`config.mk`:
```
export PLATFORM = sky130hd
export DESIGN_NAME = wes_bank
export DESIGN_NICKNAME = d
export VERILOG_FILES = /design/src/common/wes_pkg.sv /design/src/logic/wes_debounce.sv /design/src/logic/wes_bank.sv
export SDC_FILE = /design/constraint.sdc
export NUM_CORES = 1
export LEC_CHECK = 0
export ABC_AREA = 1
export BUFFER_PORTS_ARGS = -buffer_cell sky130_fd_sc_hd__buf_2
export CAP_MARGIN = 40
export CORE_MARGIN = 3
export CORE_UTILIZATION = 32
export CTS_BUF_LIST = sky130_fd_sc_hd__clkbuf_4 sky130_fd_sc_hd__clkbuf_8
export CTS_CLUSTER_DIAMETER = 60
export DETAILED_ROUTE_END_ITERATION = 6
export MAX_ROUTING_LAYER = met4
export PLACE_DENSITY = 0.6
export SLEW_MARGIN = 0
export SYNTH_ARGS = -nofsm -noshare
export SYNTH_HDL_FRONTEND = slang
export SYNTH_SLANG_ARGS = --single-unit
```
`constraint.sdc`:
```
create_clock -name ref_clk -period 1.5 [get_ports ref_clk]
set_input_delay 0.15 -clock ref_clk [delete_from_list [all_inputs] [get_ports ref_clk]]
set_output_delay 0.15 -clock ref_clk [all_outputs]
set_load 0.01 [all_outputs]
```
`src/common/wes_pkg.sv`:
```
// Constants, register map and carrier types for the wake event status bank.
// Assumes a 20 MHz ref_clk and an APB master with 32-bit data.
//
// Contract
// - Each status flag is sticky: hardware sets it, only software write-one clears, except the legacy hardware clear of the power-button flag.
// - Register at index one holds group status bits 8 to 15.
// - Register at index two holds group status bits 16 to 23.
// - First register bits 7..0 latch active levels on port pins 7..0.
// - Port pin events pass polarity select and optional debounce before setting flags.
// - Write one clears a flag, write zero keeps it; all flags reset to zero.
// - Second register bit 7 sets on a debounced power-button press.
// - Clearing the power-button flag also clears the PM1 power-button flag.
// - Legacy setting and button power-off make hardware clear the power-button flag.
// - Second register bit 6 sets on a debounced sleep-button press.
// - Clearing the sleep-button flag also clears the PM1 sleep-button flag.
// - Bit 5 sets on management key 3, only in management key mode.
// - Bit 4 sets on management key 2, only in management key mode.
// - Bit 3 sets on any keyboard event identified by the wake-up detector.
// - Bit 2 sets when the wake-up detector identifies a mouse event.
// - Bits 1 and 0 set on falling ring-indicator edges of ports 2 and 1.
package wes_pkg;

  // APB geometry
  localparam int          APB_AW       = 12;
  localparam int          APB_DW       = 32;

  // Register indices; the byte address is four times the index
  localparam logic [9:0]  PORT_STS_IDX = 10'h001;
  localparam logic [9:0]  BTN_STS_IDX  = 10'h002;
  localparam logic [9:0]  PORT_POL_IDX = 10'h004;
  localparam logic [9:0]  PORT_DBN_IDX = 10'h005;
  localparam logic [9:0]  CTRL_IDX     = 10'h006;

  // Reset values
  localparam logic [7:0]  STS_RESET    = 8'h00;
  localparam logic [7:0]  POL_RESET    = 8'h00;
  localparam logic [7:0]  DBN_RESET    = 8'h00;
  localparam logic [7:0]  CTRL_RESET   = 8'h00;

  // Fields of the button register
  localparam int          BTN_PWR      = 7;
  localparam int          BTN_SLP      = 6;
  localparam int          BTN_KEY3     = 5;
  localparam int          BTN_KEY2     = 4;
  localparam int          BTN_KEY1     = 3;
  localparam int          BTN_MOUSE    = 2;
  localparam int          BTN_RING2    = 1;
  localparam int          BTN_RING1    = 0;

  // Field of the control register
  localparam int          CTRL_LEGACY  = 0;

  // Debounce timing
  localparam int          CLK_PERIOD_NS = 50;
  localparam int          DEBOUNCE_NS   = 16000;
  localparam int          DEBOUNCE_CYC  = (DEBOUNCE_NS + CLK_PERIOD_NS - 1) / CLK_PERIOD_NS;

  typedef struct packed {
    logic              psel;
    logic              penable;
    logic              pwrite;
    logic [APB_AW-1:0] paddr;
    logic [APB_DW-1:0] pwdata;
    logic [3:0]        pstrb;
  } wes_apb_req_t;

  typedef struct packed {
    logic pm_key_mode;
    logic key3_evt;
    logic key2_evt;
    logic key1_evt;
    logic mouse_evt;
  } wes_kbd_evt_t;

endpackage : wes_pkg

```
`src/logic/wes_debounce.sv`:
```
// Level debouncer: output follows input once it has stood still long enough.
// Assumes the input is already synchronous to ref_clk.
`timescale 1ns/1ns
`default_nettype none
module wes_debounce #(
  parameter int CYCLES = 320
) (
  // Clock and reset
  input  wire logic ref_clk,
  input  wire logic rst_n,
  // Level in and out
  input  wire logic enable,
  input  wire logic raw,
  output var  logic stable_q
);

  localparam int CW = $clog2(CYCLES + 1);

  if (CYCLES < 1) begin : g_chk
    $error("wes_debounce: CYCLES must be at least one");
  end

  logic [CW-1:0] cnt_q;

  always_ff @(posedge ref_clk or negedge rst_n) begin
    if (!rst_n) begin
      cnt_q    <= '0;
      stable_q <= 1'b0;
    end else if (raw == stable_q) begin
      cnt_q <= '0;
    end else if (!enable || cnt_q == CW'(CYCLES - 1)) begin
      cnt_q    <= '0;
      stable_q <= raw;
    end else begin
      cnt_q <= cnt_q + CW'(1);
    end
  end

endmodule : wes_debounce
`default_nettype wire

```
`src/logic/wes_bank.sv`:
```
// Wake event status bank: two sticky write-one-to-clear status registers
// and their APB slave, polarity and debounce configuration.
// Assumes all event inputs are synchronous to ref_clk; APB zero-wait-state
// answers come one cycle after the setup cycle.
//
// Our own choice: the APB register port.
`timescale 1ns/1ns
`default_nettype none
module wes_bank
  import wes_pkg::*;
#(
  parameter int PORT_W   = 8,
  parameter int DBN_CYC  = DEBOUNCE_CYC
) (
  // Clock and reset
  input  wire logic              ref_clk,
  input  wire logic              rst_n,
  // APB slave
  input  wire wes_apb_req_t      apb_req,
  output var  logic [APB_DW-1:0] prdata_q,
  output var  logic              pready_q,
  output var  logic              pslverr_q,
  // Event port pins
  input  wire logic [PORT_W-1:0] port_pins,
  // Buttons, active low while pressed; button power-off is active high
  input  wire logic              power_button_input_n,
  input  wire logic              sleep_button_input_n,
  input  wire logic              button_power_off,
  // Keyboard and mouse wake-up detector
  input  wire wes_kbd_evt_t      kbd_evt,
  // Ring indicators
  input  wire logic              ring_indicator_port1,
  input  wire logic              ring_indicator_port2,
  // PM1 status high clear strobes
  output var  logic              pm1_power_button_clr_q,
  output var  logic              pm1_sleep_button_clr_q,
  // Any flag set
  output var  logic              wake_pending_q
);

  if (PORT_W != 8) begin : g_chk
    $error("wes_bank: PORT_W must be 8 to fit one status register");
  end

  // Status and configuration registers
  logic [7:0] port_sts_q;
  logic [7:0] btn_sts_q;
  logic [7:0] port_pol_q;
  logic [7:0] port_dbn_q;
  logic [7:0] ctrl_q;
  logic [7:0] port_sts_d;
  logic [7:0] btn_sts_d;

  // APB decode
  logic       setup_w;
  logic       wr_fire_w;
  logic       addr_ok_w;
  logic [9:0] idx_w;
  logic       hit_port_w;
  logic       hit_btn_w;
  logic       hit_pol_w;
  logic       hit_dbn_w;
  logic       hit_ctrl_w;
  logic [7:0] wbyte_w;
  logic [7:0] port_clr_w;
  logic [7:0] btn_clr_w;

  // Event conditioning
  logic [7:0] pin_active_w;
  logic [7:0] port_set_w;
  logic [7:0] btn_set_w;
  logic       pwr_dbn_w;
  logic       slp_dbn_w;
  logic       pwr_dbn_q;
  logic       slp_dbn_q;
  logic       ring1_q;
  logic       ring2_q;
  logic       pwr_press_w;
  logic       slp_press_w;
  logic       ring1_fall_w;
  logic       ring2_fall_w;
  logic       legacy_clr_w;

  assign idx_w      = apb_req.paddr[APB_AW-1:2];
  assign addr_ok_w  = apb_req.paddr[1:0] == 2'b00;
  assign hit_port_w = addr_ok_w && idx_w == PORT_STS_IDX;
  assign hit_btn_w  = addr_ok_w && idx_w == BTN_STS_IDX;
  assign hit_pol_w  = addr_ok_w && idx_w == PORT_POL_IDX;
  assign hit_dbn_w  = addr_ok_w && idx_w == PORT_DBN_IDX;
  assign hit_ctrl_w = addr_ok_w && idx_w == CTRL_IDX;

  assign setup_w    = apb_req.psel && !apb_req.penable;
  // A write lands at the access edge where pready is sampled high
  assign wr_fire_w  = apb_req.psel && apb_req.penable && pready_q && apb_req.pwrite && apb_req.pstrb[0];
  assign wbyte_w    = apb_req.pwdata[7:0];

  // Write one clears, write zero is ignored
  assign port_clr_w = (wr_fire_w && hit_port_w) ? wbyte_w : 8'h00;
  assign btn_clr_w  = (wr_fire_w && hit_btn_w) ? wbyte_w : 8'h00;

  // Pin events: polarity first, then optional debounce
  assign pin_active_w = port_pins ^ port_pol_q;

  for (genvar i = 0; i < PORT_W; i++) begin : g_pin
    wes_debounce #(
      .CYCLES (DBN_CYC)
    ) u_pin_dbn (
      .ref_clk  (ref_clk),
      .rst_n    (rst_n),
      .enable   (port_dbn_q[i]),
      .raw      (pin_active_w[i]),
      .stable_q (port_set_w[i])
    );
  end

  // Buttons always debounced
  wes_debounce #(
    .CYCLES (DBN_CYC)
  ) u_pwr_dbn (
    .ref_clk  (ref_clk),
    .rst_n    (rst_n),
    .enable   (1'b1),
    .raw      (!power_button_input_n),
    .stable_q (pwr_dbn_w)
  );

  wes_debounce #(
    .CYCLES (DBN_CYC)
  ) u_slp_dbn (
    .ref_clk  (ref_clk),
    .rst_n    (rst_n),
    .enable   (1'b1),
    .raw      (!sleep_button_input_n),
    .stable_q (slp_dbn_w)
  );

  // Edge history for buttons and ring indicators
  always_ff @(posedge ref_clk or negedge rst_n) begin
    if (!rst_n) begin
      pwr_dbn_q <= 1'b0;
      slp_dbn_q <= 1'b0;
      ring1_q   <= 1'b1;
      ring2_q   <= 1'b1;
    end else begin
      pwr_dbn_q <= pwr_dbn_w;
      slp_dbn_q <= slp_dbn_w;
      ring1_q   <= ring_indicator_port1;
      ring2_q   <= ring_indicator_port2;
    end
  end

  // A held button sets its flag once per press, so a cleared flag stays clear
  assign pwr_press_w  = pwr_dbn_w && !pwr_dbn_q;
  assign slp_press_w  = slp_dbn_w && !slp_dbn_q;
  assign ring1_fall_w = ring1_q && !ring_indicator_port1;
  assign ring2_fall_w = ring2_q && !ring_indicator_port2;
  assign legacy_clr_w = ctrl_q[CTRL_LEGACY] && button_power_off;

  always_comb begin
    btn_set_w            = 8'h00;
    btn_set_w[BTN_PWR]   = pwr_press_w;
    btn_set_w[BTN_SLP]   = slp_press_w;
    btn_set_w[BTN_KEY3]  = kbd_evt.pm_key_mode && kbd_evt.key3_evt;
    btn_set_w[BTN_KEY2]  = kbd_evt.pm_key_mode && kbd_evt.key2_evt;
    btn_set_w[BTN_KEY1]  = kbd_evt.key1_evt;
    btn_set_w[BTN_MOUSE] = kbd_evt.mouse_evt;
    btn_set_w[BTN_RING2] = ring2_fall_w;
    btn_set_w[BTN_RING1] = ring1_fall_w;
  end

  // Sticky flags; a set beats a software clear in the same cycle
  always_comb begin
    port_sts_d = (port_sts_q & ~port_clr_w) | port_set_w;
    btn_sts_d  = (btn_sts_q & ~btn_clr_w) | btn_set_w;
    if (legacy_clr_w) begin
      btn_sts_d[BTN_PWR] = 1'b0;
    end
  end

  always_ff @(posedge ref_clk or negedge rst_n) begin
    if (!rst_n) begin
      port_sts_q <= STS_RESET;
      btn_sts_q  <= STS_RESET;
    end else begin
      port_sts_q <= port_sts_d;
      btn_sts_q  <= btn_sts_d;
    end
  end

  // Configuration registers
  always_ff @(posedge ref_clk or negedge rst_n) begin
    if (!rst_n) begin
      port_pol_q <= POL_RESET;
      port_dbn_q <= DBN_RESET;
      ctrl_q     <= CTRL_RESET;
    end else if (wr_fire_w) begin
      if (hit_pol_w) begin
        port_pol_q <= wbyte_w;
      end
      if (hit_dbn_w) begin
        port_dbn_q <= wbyte_w;
      end
      if (hit_ctrl_w) begin
        ctrl_q <= {7'h00, wbyte_w[CTRL_LEGACY]};
      end
    end
  end

  // Companion PM1 flags clear in the same write
  always_ff @(posedge ref_clk or negedge rst_n) begin
    if (!rst_n) begin
      pm1_power_button_clr_q <= 1'b0;
      pm1_sleep_button_clr_q <= 1'b0;
    end else begin
      pm1_power_button_clr_q <= btn_clr_w[BTN_PWR];
      pm1_sleep_button_clr_q <= btn_clr_w[BTN_SLP];
    end
  end

  always_ff @(posedge ref_clk or negedge rst_n) begin
    if (!rst_n) begin
      wake_pending_q <= 1'b0;
    end else begin
      wake_pending_q <= |{port_sts_d, btn_sts_d};
    end
  end

  // APB answer: captured in the setup cycle, presented in the access cycle
  always_ff @(posedge ref_clk or negedge rst_n) begin
    if (!rst_n) begin
      pready_q  <= 1'b0;
      pslverr_q <= 1'b0;
      prdata_q  <= '0;
    end else if (setup_w) begin
      pready_q  <= 1'b1;
      pslverr_q <= !(hit_port_w || hit_btn_w || hit_pol_w || hit_dbn_w || hit_ctrl_w);
      prdata_q  <= '0;
      if (!apb_req.pwrite) begin
        unique case (1'b1)
          hit_port_w: prdata_q <= {24'h000000, port_sts_q};
          hit_btn_w:  prdata_q <= {24'h000000, btn_sts_q};
          hit_pol_w:  prdata_q <= {24'h000000, port_pol_q};
          hit_dbn_w:  prdata_q <= {24'h000000, port_dbn_q};
          hit_ctrl_w: prdata_q <= {24'h000000, ctrl_q};
          default:    prdata_q <= '0;
        endcase
      end
    end else begin
      pready_q  <= 1'b0;
      pslverr_q <= 1'b0;
    end
  end
endmodule : wes_bank
`default_nettype wire

```
# Yosys cells after proc, flatten, opt, wreduce, memory -nomap -nowiden
# Cells that the tools add are included.
[op_classes]
reduce_logical = 62
n_eq_ne = 25
mux = 27
addsub = 10
bitwise = 17
[op_table]
columns = ["operator", "n"]
rows = [
  ["$mux 9", 20],
  ["$add 9x1->9 const B", 10],
  ["$eq 9x9->1 const B", 10],
  ["$pmux 8 s5", 1],
  ["$mux 32", 1],
  ["$eq 10x3->1 const B", 3],
  ["$reduce_and 2->1", 13],
  ["$logic_and 1x1->1", 19],
  ["$and 8x8->8", 2],
  ["$logic_not 1->1", 16],
  ["$mux 8", 2],
  ["$not 8->8", 2],
  ["$or 8x8->8", 2],
  ["$reduce_or 16->1", 1],
  ["$logic_or 1x1->1", 12],
  ["$eq 1x1->1", 10],
  ["$eq 10x1->1 const B", 1],
  ["$eq 10x2->1 const B", 1],
  ["$not 1->1", 10],
  ["$xor 8x8->8", 1],
  ["$mux 1", 3],
  ["$logic_not 2->1", 1],
]
[word_totals]
register_bits = 174
output_inout_bits = 37
word_cells = 176
inputBits = 71

# Logic depth before layout (Yosys ltp)
# Gate-level depths: netlist of the first run.
[logic_depth]
ltp_word = 11
ltp_mapped = 11
ltp_nobuf = 10

# Hierarchy
# From an unflattened synthesis of the first run, not the netlist that was laid out.
[hier_totals]
hier_cells = 947
area_unflattened_um2 = 7980.2
[by_module_without_submodules]
columns = ["module", "cells_per_inst", "seq_area_each_um2", "area_per_inst_um2", "instances"]
rows = [
  ["wes_debounce", 62, 250.2, 529.3, 10],
  ["wes_bank", 327, 1253.7, 2687.6, 1],
]

# Worst setup path after synthesis of the first run
# OpenSTA, ideal clock, no wires.
[synth_timing]
path_kind = "register to register"
start = "register g_pin[5].u_pin_dbn.cnt_q[0]"
end = "register g_pin[5].u_pin_dbn.cnt_q[3]"
slack_ps = -36
stages_incl_launch_ff = 9
arrival_ps = 1448
setup_ps = 89
synth_period_minus_slack_ps = 1536
t_required_ps = 1411
n_path_buf = 0
cell_sequence = "dfrtp_1 > ha_1 > nand3_1 > inv_1 > nand3_1 > inv_1 > a31oi_1 > nand2_1 > nor3b_1"
[synth_via]
elab_chain_cells = 4
word_cells_on_any_way = 5
classes_between = "add/sub (1); eq/ne (1); mux (2); reduce/logical (1)"
[synth_rtl]
columns = ["element", "line_no", "source"]
rows = [
  ["start: declaration", "wes_debounce.sv:23", "logic [CW-1:0] cnt_q;"],
  ["start signal: assignment", "wes_debounce.sv:35", "cnt_q <= cnt_q + CW'(1);"],
  ["branches (longest 2 deep; another with $add 9x1->9)", "n/a", ""],
  ["$mux 9 *", "wes_debounce.sv:31", "end else if (!enable || cnt_q == CW'(CYCLES - 1)) begin"],
  ["$mux 9 *", "wes_debounce.sv:29", "end else if (raw == stable_q) begin"],
]
# Mark *: on every way between the ends.
# A chain may end at the register's enable or synchronous reset.

# Worst setup path in the final report of the first run
[layout_timing]
start = "input port kbd_evt[3] (netlist bit)"
end = "register wake_pending_q"
[layout_via]
elab_chain_cells = 3
[layout_rtl]
columns = ["element", "line_no", "source"]
rows = [
  ["start: declaration", "wes_bank.sv:30", "input wire wes_kbd_evt_t kbd_evt,"],
  ["$logic_and 1x1->1", "wes_bank.sv:163", "btn_set_w[BTN_KEY3] = kbd_evt.pm_key_mode && kbd_evt.key3_evt;"],
  ["$or 8x8->8", "wes_bank.sv:174", "btn_sts_d = (btn_sts_q & ~btn_clr_w) | btn_set_w;"],
  ["net btn_sts_d[5]", "wes_bank.sv:52", "logic [7:0] btn_sts_d;"],
  ["$reduce_or 16->1", "wes_bank.sv:224", "wake_pending_q <= |{port_sts_d, btn_sts_d};"],
  ["end signal: assignment", "wes_bank.sv:224", ""],
  ["end: declaration", "wes_bank.sv:38", "output var logic wake_pending_q"],
]
# The timed path passes the listed nets, and every way through them passes these cells.

==> results.ini, run 1 <==
[routing]
dr.pass1.iters=4
drc_errors=0
drtIter0Drc=279
viasPerCell=4.40
vias=5511
wire_per_inst_um=12.4
wirelength_um=15600
postRouteAntennaNets=0

[timing]
setup_viol=1
hold_ws_ps=17.5
skew_ps=13.0
grt_setup_unrepaired=true
min_period_over_period=1.00
finalCriticalPeriod_ps=1510
setup_tns_ps=-5.38
hold_viol_final=0
slew_violations=0
fmax_mhz=664
timing.final.ws_setup_ps=-5.38

[grt]
grt_pass1_vias=5251
grt_max_degree=39
grt-ovfl-total=0
grt_pass1_wl_um=25300
antenna_found_initial=0
grtUsageTotal=0.135

[yosys]
synth_cells=784
avgSynthCellArea_um2=9.06
synth_top_family_by_area=simple AND/OR/NAND/NOR gates
synthTopCellsByCount=148 x dfrtp_1, 127 x nor2_1, 110 x nand2_1
postSynth.asyncResetShare=1.00
yosysSeqAreaShare=0.529
synth_compound_area_frac=0.0541
ys_warn_count=0
synth.most_common_cell=dfrtp_1
synth_ff_type=dfrtp_1
synth_top_area_share=0.521
synth-simple-area-share=0.234
synth-xor-area-share=0.0814
synth_edf_count=0
ys_ff_latch=150
muxShareOfSynthArea=0
synth_cell_types=33
synth_area_leader_cell=dfrtp_1
synth-adder-area-share=0.0176
syn_area_mm2=0.00710
synthTopCellsByArea=dfrtp_1 52%, nor2_1 6.7%, xor2_1 5.9%, nand2_1 5.8%, inv_1 4.8%

[cells_and_area]
register_area_mm2=0.00376
layout-drive-gt1-share=0.283
nFillCells=2091
nNetsFinal=1046
antenna_cells=0
multi_input_area_mm2=0.00321
layout.cells.non_filler=1253
area_delta_synth_final_pct=32.1
final_area_mm2=0.00939

[setup_path]
cp_cell_sequence=dlygate4sd3_1 -> buf_2 -> nand2_1 -> dlygate4sd3_1 -> nand2_1 -> nor2_1 -> nand3_1 -> nor2_1 -> nand2_1
required_ps=1840
max_stage_delay_ps=550
arrival_ps=1850
crit_family=buffers and inverters
crit_fanout=2
reg2reg_slack_ps=10
critPathLaunchType=primary input
path_common_cell=nand2_1
crit_buf_inv=3
crit_path_end_kind=flip-flop
cp_slowest_cell=dlygate4sd3_1
crit_type=in -> reg

[flow_run]
max-cap-violations=0

[die]
ios=108
dieArea_mm2=0.0240
core-area_mm2=0.0214
die_w_um=155
initial_core_util=0.332
rows=53
die-height_um=155

[clock_network]
cts_made_buffers=17
clk-insertion-delay-late_ps=450
htreeDepth=4
clkTransAtPathRegs_ps=80
clockBufferDepth=2
cts_num_sinks=150
cts-root-buf=clkbuf_8
cts_tree=yes

[placement]
dp_cells=1190
gp_congestion=0.781
hpwl_um=11200
placed_cell_area_mm2=0.00828
place.port_buffers=56
post-place-ws_ps=-90.6

[power_and_ir_drop]
ir_drop_mv=0.399
p_leak_nw=4.40
p_per_area_mw_per_mm2=853

[status]
status=complete, but fails checks
violations=setup timing

[min_path]
hp-class=in -> reg

metal layers:
metal  share of wire  track usage
met1            0.48        0.186
met2            0.46        0.201
met3           0.039       0.0278
met4           0.017       0.0391
met5               0            -
placed cells by master, fill, tap and decap left out, types with 14 or more instances in the layout:
master / Yosys / layout
a21oi_1: 17 / 16
buf_2: 4 / 55
buf_4: 25 / 83
clkbuf_8: 0 / 18
conb_1: 1 / 24
dfrtp_1: 148 / 148
dlygate4sd3_1: 0 / 18
inv_1: 91 / 85
nand2_1: 110 / 101
nand3_1: 59 / 47
nand4_1: 22 / 22
nor2_1: 127 / 111
nor2_2: 0 / 14
o21ai_1: 29 / 29
xnor2_1: 18 / 18
xor2_1: 48 / 48
where the power goes:
part	switching, mW	internal, mW	leakage [nW]	total [mW]
Clock	1.59	1.87	0.216	3.47
Combinational	0.275	0.174	2.23	0.449
Sequential	0.0200	4.07	1.95	4.09
Total	1.89	6.12	4.40	8.01
worst paths after layout:
kind,startpoint,endpoint,cells after the start
setup / recovery,kbd_evt[3],wake_pending_q,9
hold / removal,apb_req[10],port_pol_q[6],3
setup reg to reg,pready_q,wake_pending_q,10
hold reg to reg,u_pwr_dbn.stable_q,pwr_dbn_q,0
max in group asynchronous,rst_n,g_pin[6].u_pin_dbn.cnt_q[1],3
min in group asynchronous,rst_n,g_pin[5].u_pin_dbn.cnt_q[2],2
final cells by class:
| type | count | share of cell area |
|---|---|---|
| Clock buffer | 18 | 0.0264 |
| Clock inverter | 14 | 0.0209 |
| Inverter | 92 | 0.0368 |
| Multi-Input combinational cell | 533 | 0.342 |
| Sequential cell | 150 | 0.400 |
| Tap cell | 275 | 0.0367 |
| Timing Repair Buffer | 171 | 0.138 |
timing repair:
item	CTS	global route
resized for setup	16	77
pin swaps	7	37
hold buffers	18	0
endpoints found under the setup margin	25	89
setup buffers	4	8
endpoints found under the hold margin	171	0
gates cloned	1	0
stage by stage:
stage,total power [mW],util
finish,8.01,0.438
global route,8.37,0.438
CTS,8.11,0.421
detailed placement,4.57,0.386
global placement,4.57,0.386
floorplan,4.37,-
state kept, by name (all words and copies together) (netlist names):
name / cells
btn_sts_q: 8
ctrl_q: 1
g_pin.u_pin_dbn.cnt_q: 72
g_pin.u_pin_dbn.stable_q: 8
pm1_power_button_clr_q: 1
pm1_sleep_button_clr_q: 1
port_dbn_q: 8
port_pol_q: 8
port_sts_q: 8
prdata_q: 8
pready_q: 1
pslverr_q: 1
pwr_dbn_q: 1
ring1_q: 1
ring2_q: 1
slp_dbn_q: 1
u_pwr_dbn.cnt_q: 9
u_pwr_dbn.stable_q: 1
u_slp_dbn.cnt_q: 9
u_slp_dbn.stable_q: 1
wake_pending_q: 1
cells by family (layout without fill, tap and decap cells):
family,after synthesis,after routing
and+or+nand+nor,360,361
DFF,150,150
xor gates and xnor gates,66,66
adders and majority gates,10,10
buffers and inverters,125,295
AOI/OAI and AO/OA,72,72
other,1,24
worst register-to-register path, cell delays in order (launching register included):
cell and delay (ps):
dfrtp_1 390, nand3_4 100, nor2_8 170, buf_6 150, nand4_1 90, nand2_1 80, nand2_1 70, nor2_1 120
nand3_1 80, nor2_1 80, nand2_1 50
Power figures use the tool's default switching activity.
==> run 2, diff against run 1 <==
- SETUP_SLACK_MARGIN: default -> 0.05
==> run 2 against run 1 <==
Against the previous run:
- the run now ends clean
- sequential share of layout area decreased by 1.4 points
- worst hold slack gained 9.0 ps
- cell area increased by 3.6%
- utilization grew 1.6 points
- global-route usage rose by 0.37 points
- final cell count is 0.48% higher
- critical endpoint unchanged
- largest cell class unchanged
- largest power group unchanged
- highest routed layer unchanged
==> results.ini, run 2 (synthesis gave the netlist of run 1 again) <==
[cells_and_area]
top_register=g_pin.u_pin_dbn.cnt_q
antenna_cells=0  ; unchanged
layout-drive-gt1-share=0.318  ; +0.0349
mostFrequentLayoutCell=dfrtp_1
nNetsFinal=1052  ; +0.57%
layout.cells.non_filler=1259  ; +0.48%
top_regs=g_pin.u_pin_dbn.cnt_q x72, u_pwr_dbn.cnt_q x9, u_slp_dbn.cnt_q x9
layout_common_cells=148 x dfrtp_1, 101 x nor2_1, 98 x nand2_1
largest_reg_flops=72  ; unchanged
area_delta_synth_final_pct=36.8
final_area_mm2=0.00972  ; +3.6%
nFillCells=2030  ; -2.9%

[clock_network]
cts-root-buf=clkbuf_8
clockBufferDepth=2  ; unchanged
clk-insertion-delay-late_ps=460  ; about the same
clkTransAtPathRegs_ps=80  ; about the same
htreeDepth=4  ; unchanged
cts_num_sinks=150  ; unchanged
cts_made_buffers=17  ; unchanged
cts_tree=yes

[setup_path]
cp_cell_sequence=nand3_4 -> nor2_8 -> buf_12 -> nand4_1 -> nand2_1 -> nand2_2 -> nand2_2 -> nand3_2 -> nor2_1 -> nand2_1
crit_type=reg -> reg
setup.worst_path.start=pready_q
crit_buf_inv=1  ; -2
cp_slowest_cell=dfrtp_1
crit_family=simple AND/OR/NAND/NOR gates
crit_fanout=9  ; +7
r2r_cells=10  ; unchanged
reg2reg_slack_ps=20  ; about the same
crit_path_end_kind=flip-flop
crit_end=wake_pending_q
crit-reg2reg-launch=pready_q
required_ps=1840  ; about the same
critPathLaunchType=flip-flop
cp.depth=10  ; +1
max_stage_delay_ps=380  ; -170 ps
arrival_ps=1820  ; -30 ps
reg2reg_to=wake_pending_q

[die]
core-area_mm2=0.0214  ; unchanged
initial_core_util=0.332  ; unchanged
rows=53  ; unchanged
die-height_um=155  ; unchanged
die_w_um=155  ; unchanged
ios=108  ; unchanged
dieArea_mm2=0.0240  ; unchanged

[grt]
grt-ovfl-total=0  ; unchanged
grt_max_degree=41  ; +5.1%
grt_pass1_wl_um=25900  ; +2.3%
antenna_found_initial=0  ; unchanged
grt_pass1_vias=5317  ; +1.3%
grtUsageTotal=0.138  ; +0.00371

[routing]
postRouteAntennaNets=0  ; unchanged
wirelength_um=16000  ; +2.9%
drtIter0Drc=292  ; +4.7%
drc_errors=0  ; unchanged
vias=5587  ; +1.4%
dr.pass1.iters=5  ; +1
wire_per_inst_um=12.7  ; +2.4%
viasPerCell=4.44  ; +0.90%

[timing]
setup_viol=0  ; -1
grt_setup_unrepaired=true
slew_violations=0  ; unchanged
min_period_over_period=0.987  ; -0.0170
fmax_mhz=676  ; +1.7%
hold_ws_ps=26.5  ; +9.04 ps
skew_ps=14.3  ; +1.26 ps
hold_viol_final=0  ; unchanged
finalCriticalPeriod_ps=1480  ; -25.5 ps
setup_tns_ps=0  ; +5.38 ps

[min_path]
hp-class=in -> reg

[placement]
hpwl_um=10900  ; -3.3%
place.port_buffers=56  ; unchanged
dp_cells=1180  ; -0.84%
gp_congestion=0.795  ; +1.8%
placed_cell_area_mm2=0.00827  ; -0.14%

[power_and_ir_drop]
p_leak_nw=4.45  ; +1.2%
p_per_area_mw_per_mm2=855  ; +0.28%
ir_drop_mv=0.583  ; +46%

[status]
status=complete, no violations

[flow_run]
max-cap-violations=0  ; unchanged

[run 2: changes by cell type in the layout (fill, tap and decap cells not counted), sizes merged]
| cell | before | now |
|---|---|---|
| inv | 95 | 91 |
| nand2 | 118 | 122 |
| bufinv | 4 | 6 |
| clkbuf | 18 | 20 |
| buf | 153 | 154 |
| clkinv | 4 | 5 |
| clkinvlp | 3 | 2 |
| dlygate4sd3 | 18 | 19 |
[run 2: through the flow]
step                setup slack (ps)  power (mW)  utilization
finish                          20.1        8.31        0.454
CTS                            -17.6        8.40        0.429
floorplan                       50.9        4.37            -
global placement               -64.2        4.56        0.386
global route                    -104        8.66        0.454
detailed placement             -80.0        4.57        0.386
[run 2: tightest hold or removal path, stage by stage]
cell and delay (ps):
buf_2 120, inv_1 100, o21ai_1 80
[run 2: layout make-up]
| class | instances | area [um^2] | area share |
|---|---|---|---|
| clock buffer | 20 | 256 | 0.0264 |
| clock inverter | 12 | 226 | 0.0233 |
| inverter | 92 | 345 | 0.0355 |
| multi-input combinational | 537 | 3430 | 0.353 |
| sequential | 150 | 3760 | 0.386 |
| tap | 275 | 344 | 0.0354 |
| timing repair buffer | 173 | 1360 | 0.140 |
[run 2: worst min-delay path by stage]
stage | start | end | slack, ps | depth (start not counted)
finish | apb_req[5] | port_dbn_q[1] | 30 | 3
global route | port_pins[1] | g_pin[1].u_pin_dbn.stable_q | 20 | 4
CTS | apb_req[7] | btn_sts_q[3] | 20 | 4
detailed placement | rst_n | g_pin[4].u_pin_dbn.cnt_q[2] | 90 | 1
global placement | rst_n | g_pin[2].u_pin_dbn.cnt_q[2] | 90 | 1
floorplan | rst_n | btn_sts_q[0] | -150 | 0
[run 2: what timing repair did]
action | 4_1_cts | 5_1_grt
hold endpoints to repair | 159 | 0
endpoints found under the setup margin | 35 | 110
pin swaps | 24 | 48
hold buffers | 19 | 0
buffers inserted | 12 | 11
resized for setup | 32 | 114
gates cloned | 4 | 1
[run 2: metal layers]
| layer | GRT usage | up-vias | share of wire |
|---|---|---|---|
| met1 | 0.187 | 2625 | 0.48 |
| met4 | 0.0353 | 0 | 0.011 |
| met3 | 0.0339 | 16 | 0.037 |
| li1 | - | 2848 | - |
| met5 | - | - | 0 |
| met2 | 0.210 | 98 | 0.47 |
[run 2: where the power goes]
group	internal (mW)	total, mW	switching (mW)	leakage (nW)
Sequential	4.07	4.09	0.0199	1.95
Combinational	0.181	0.468	0.287	2.26
Clock	2.21	3.75	1.55	0.237
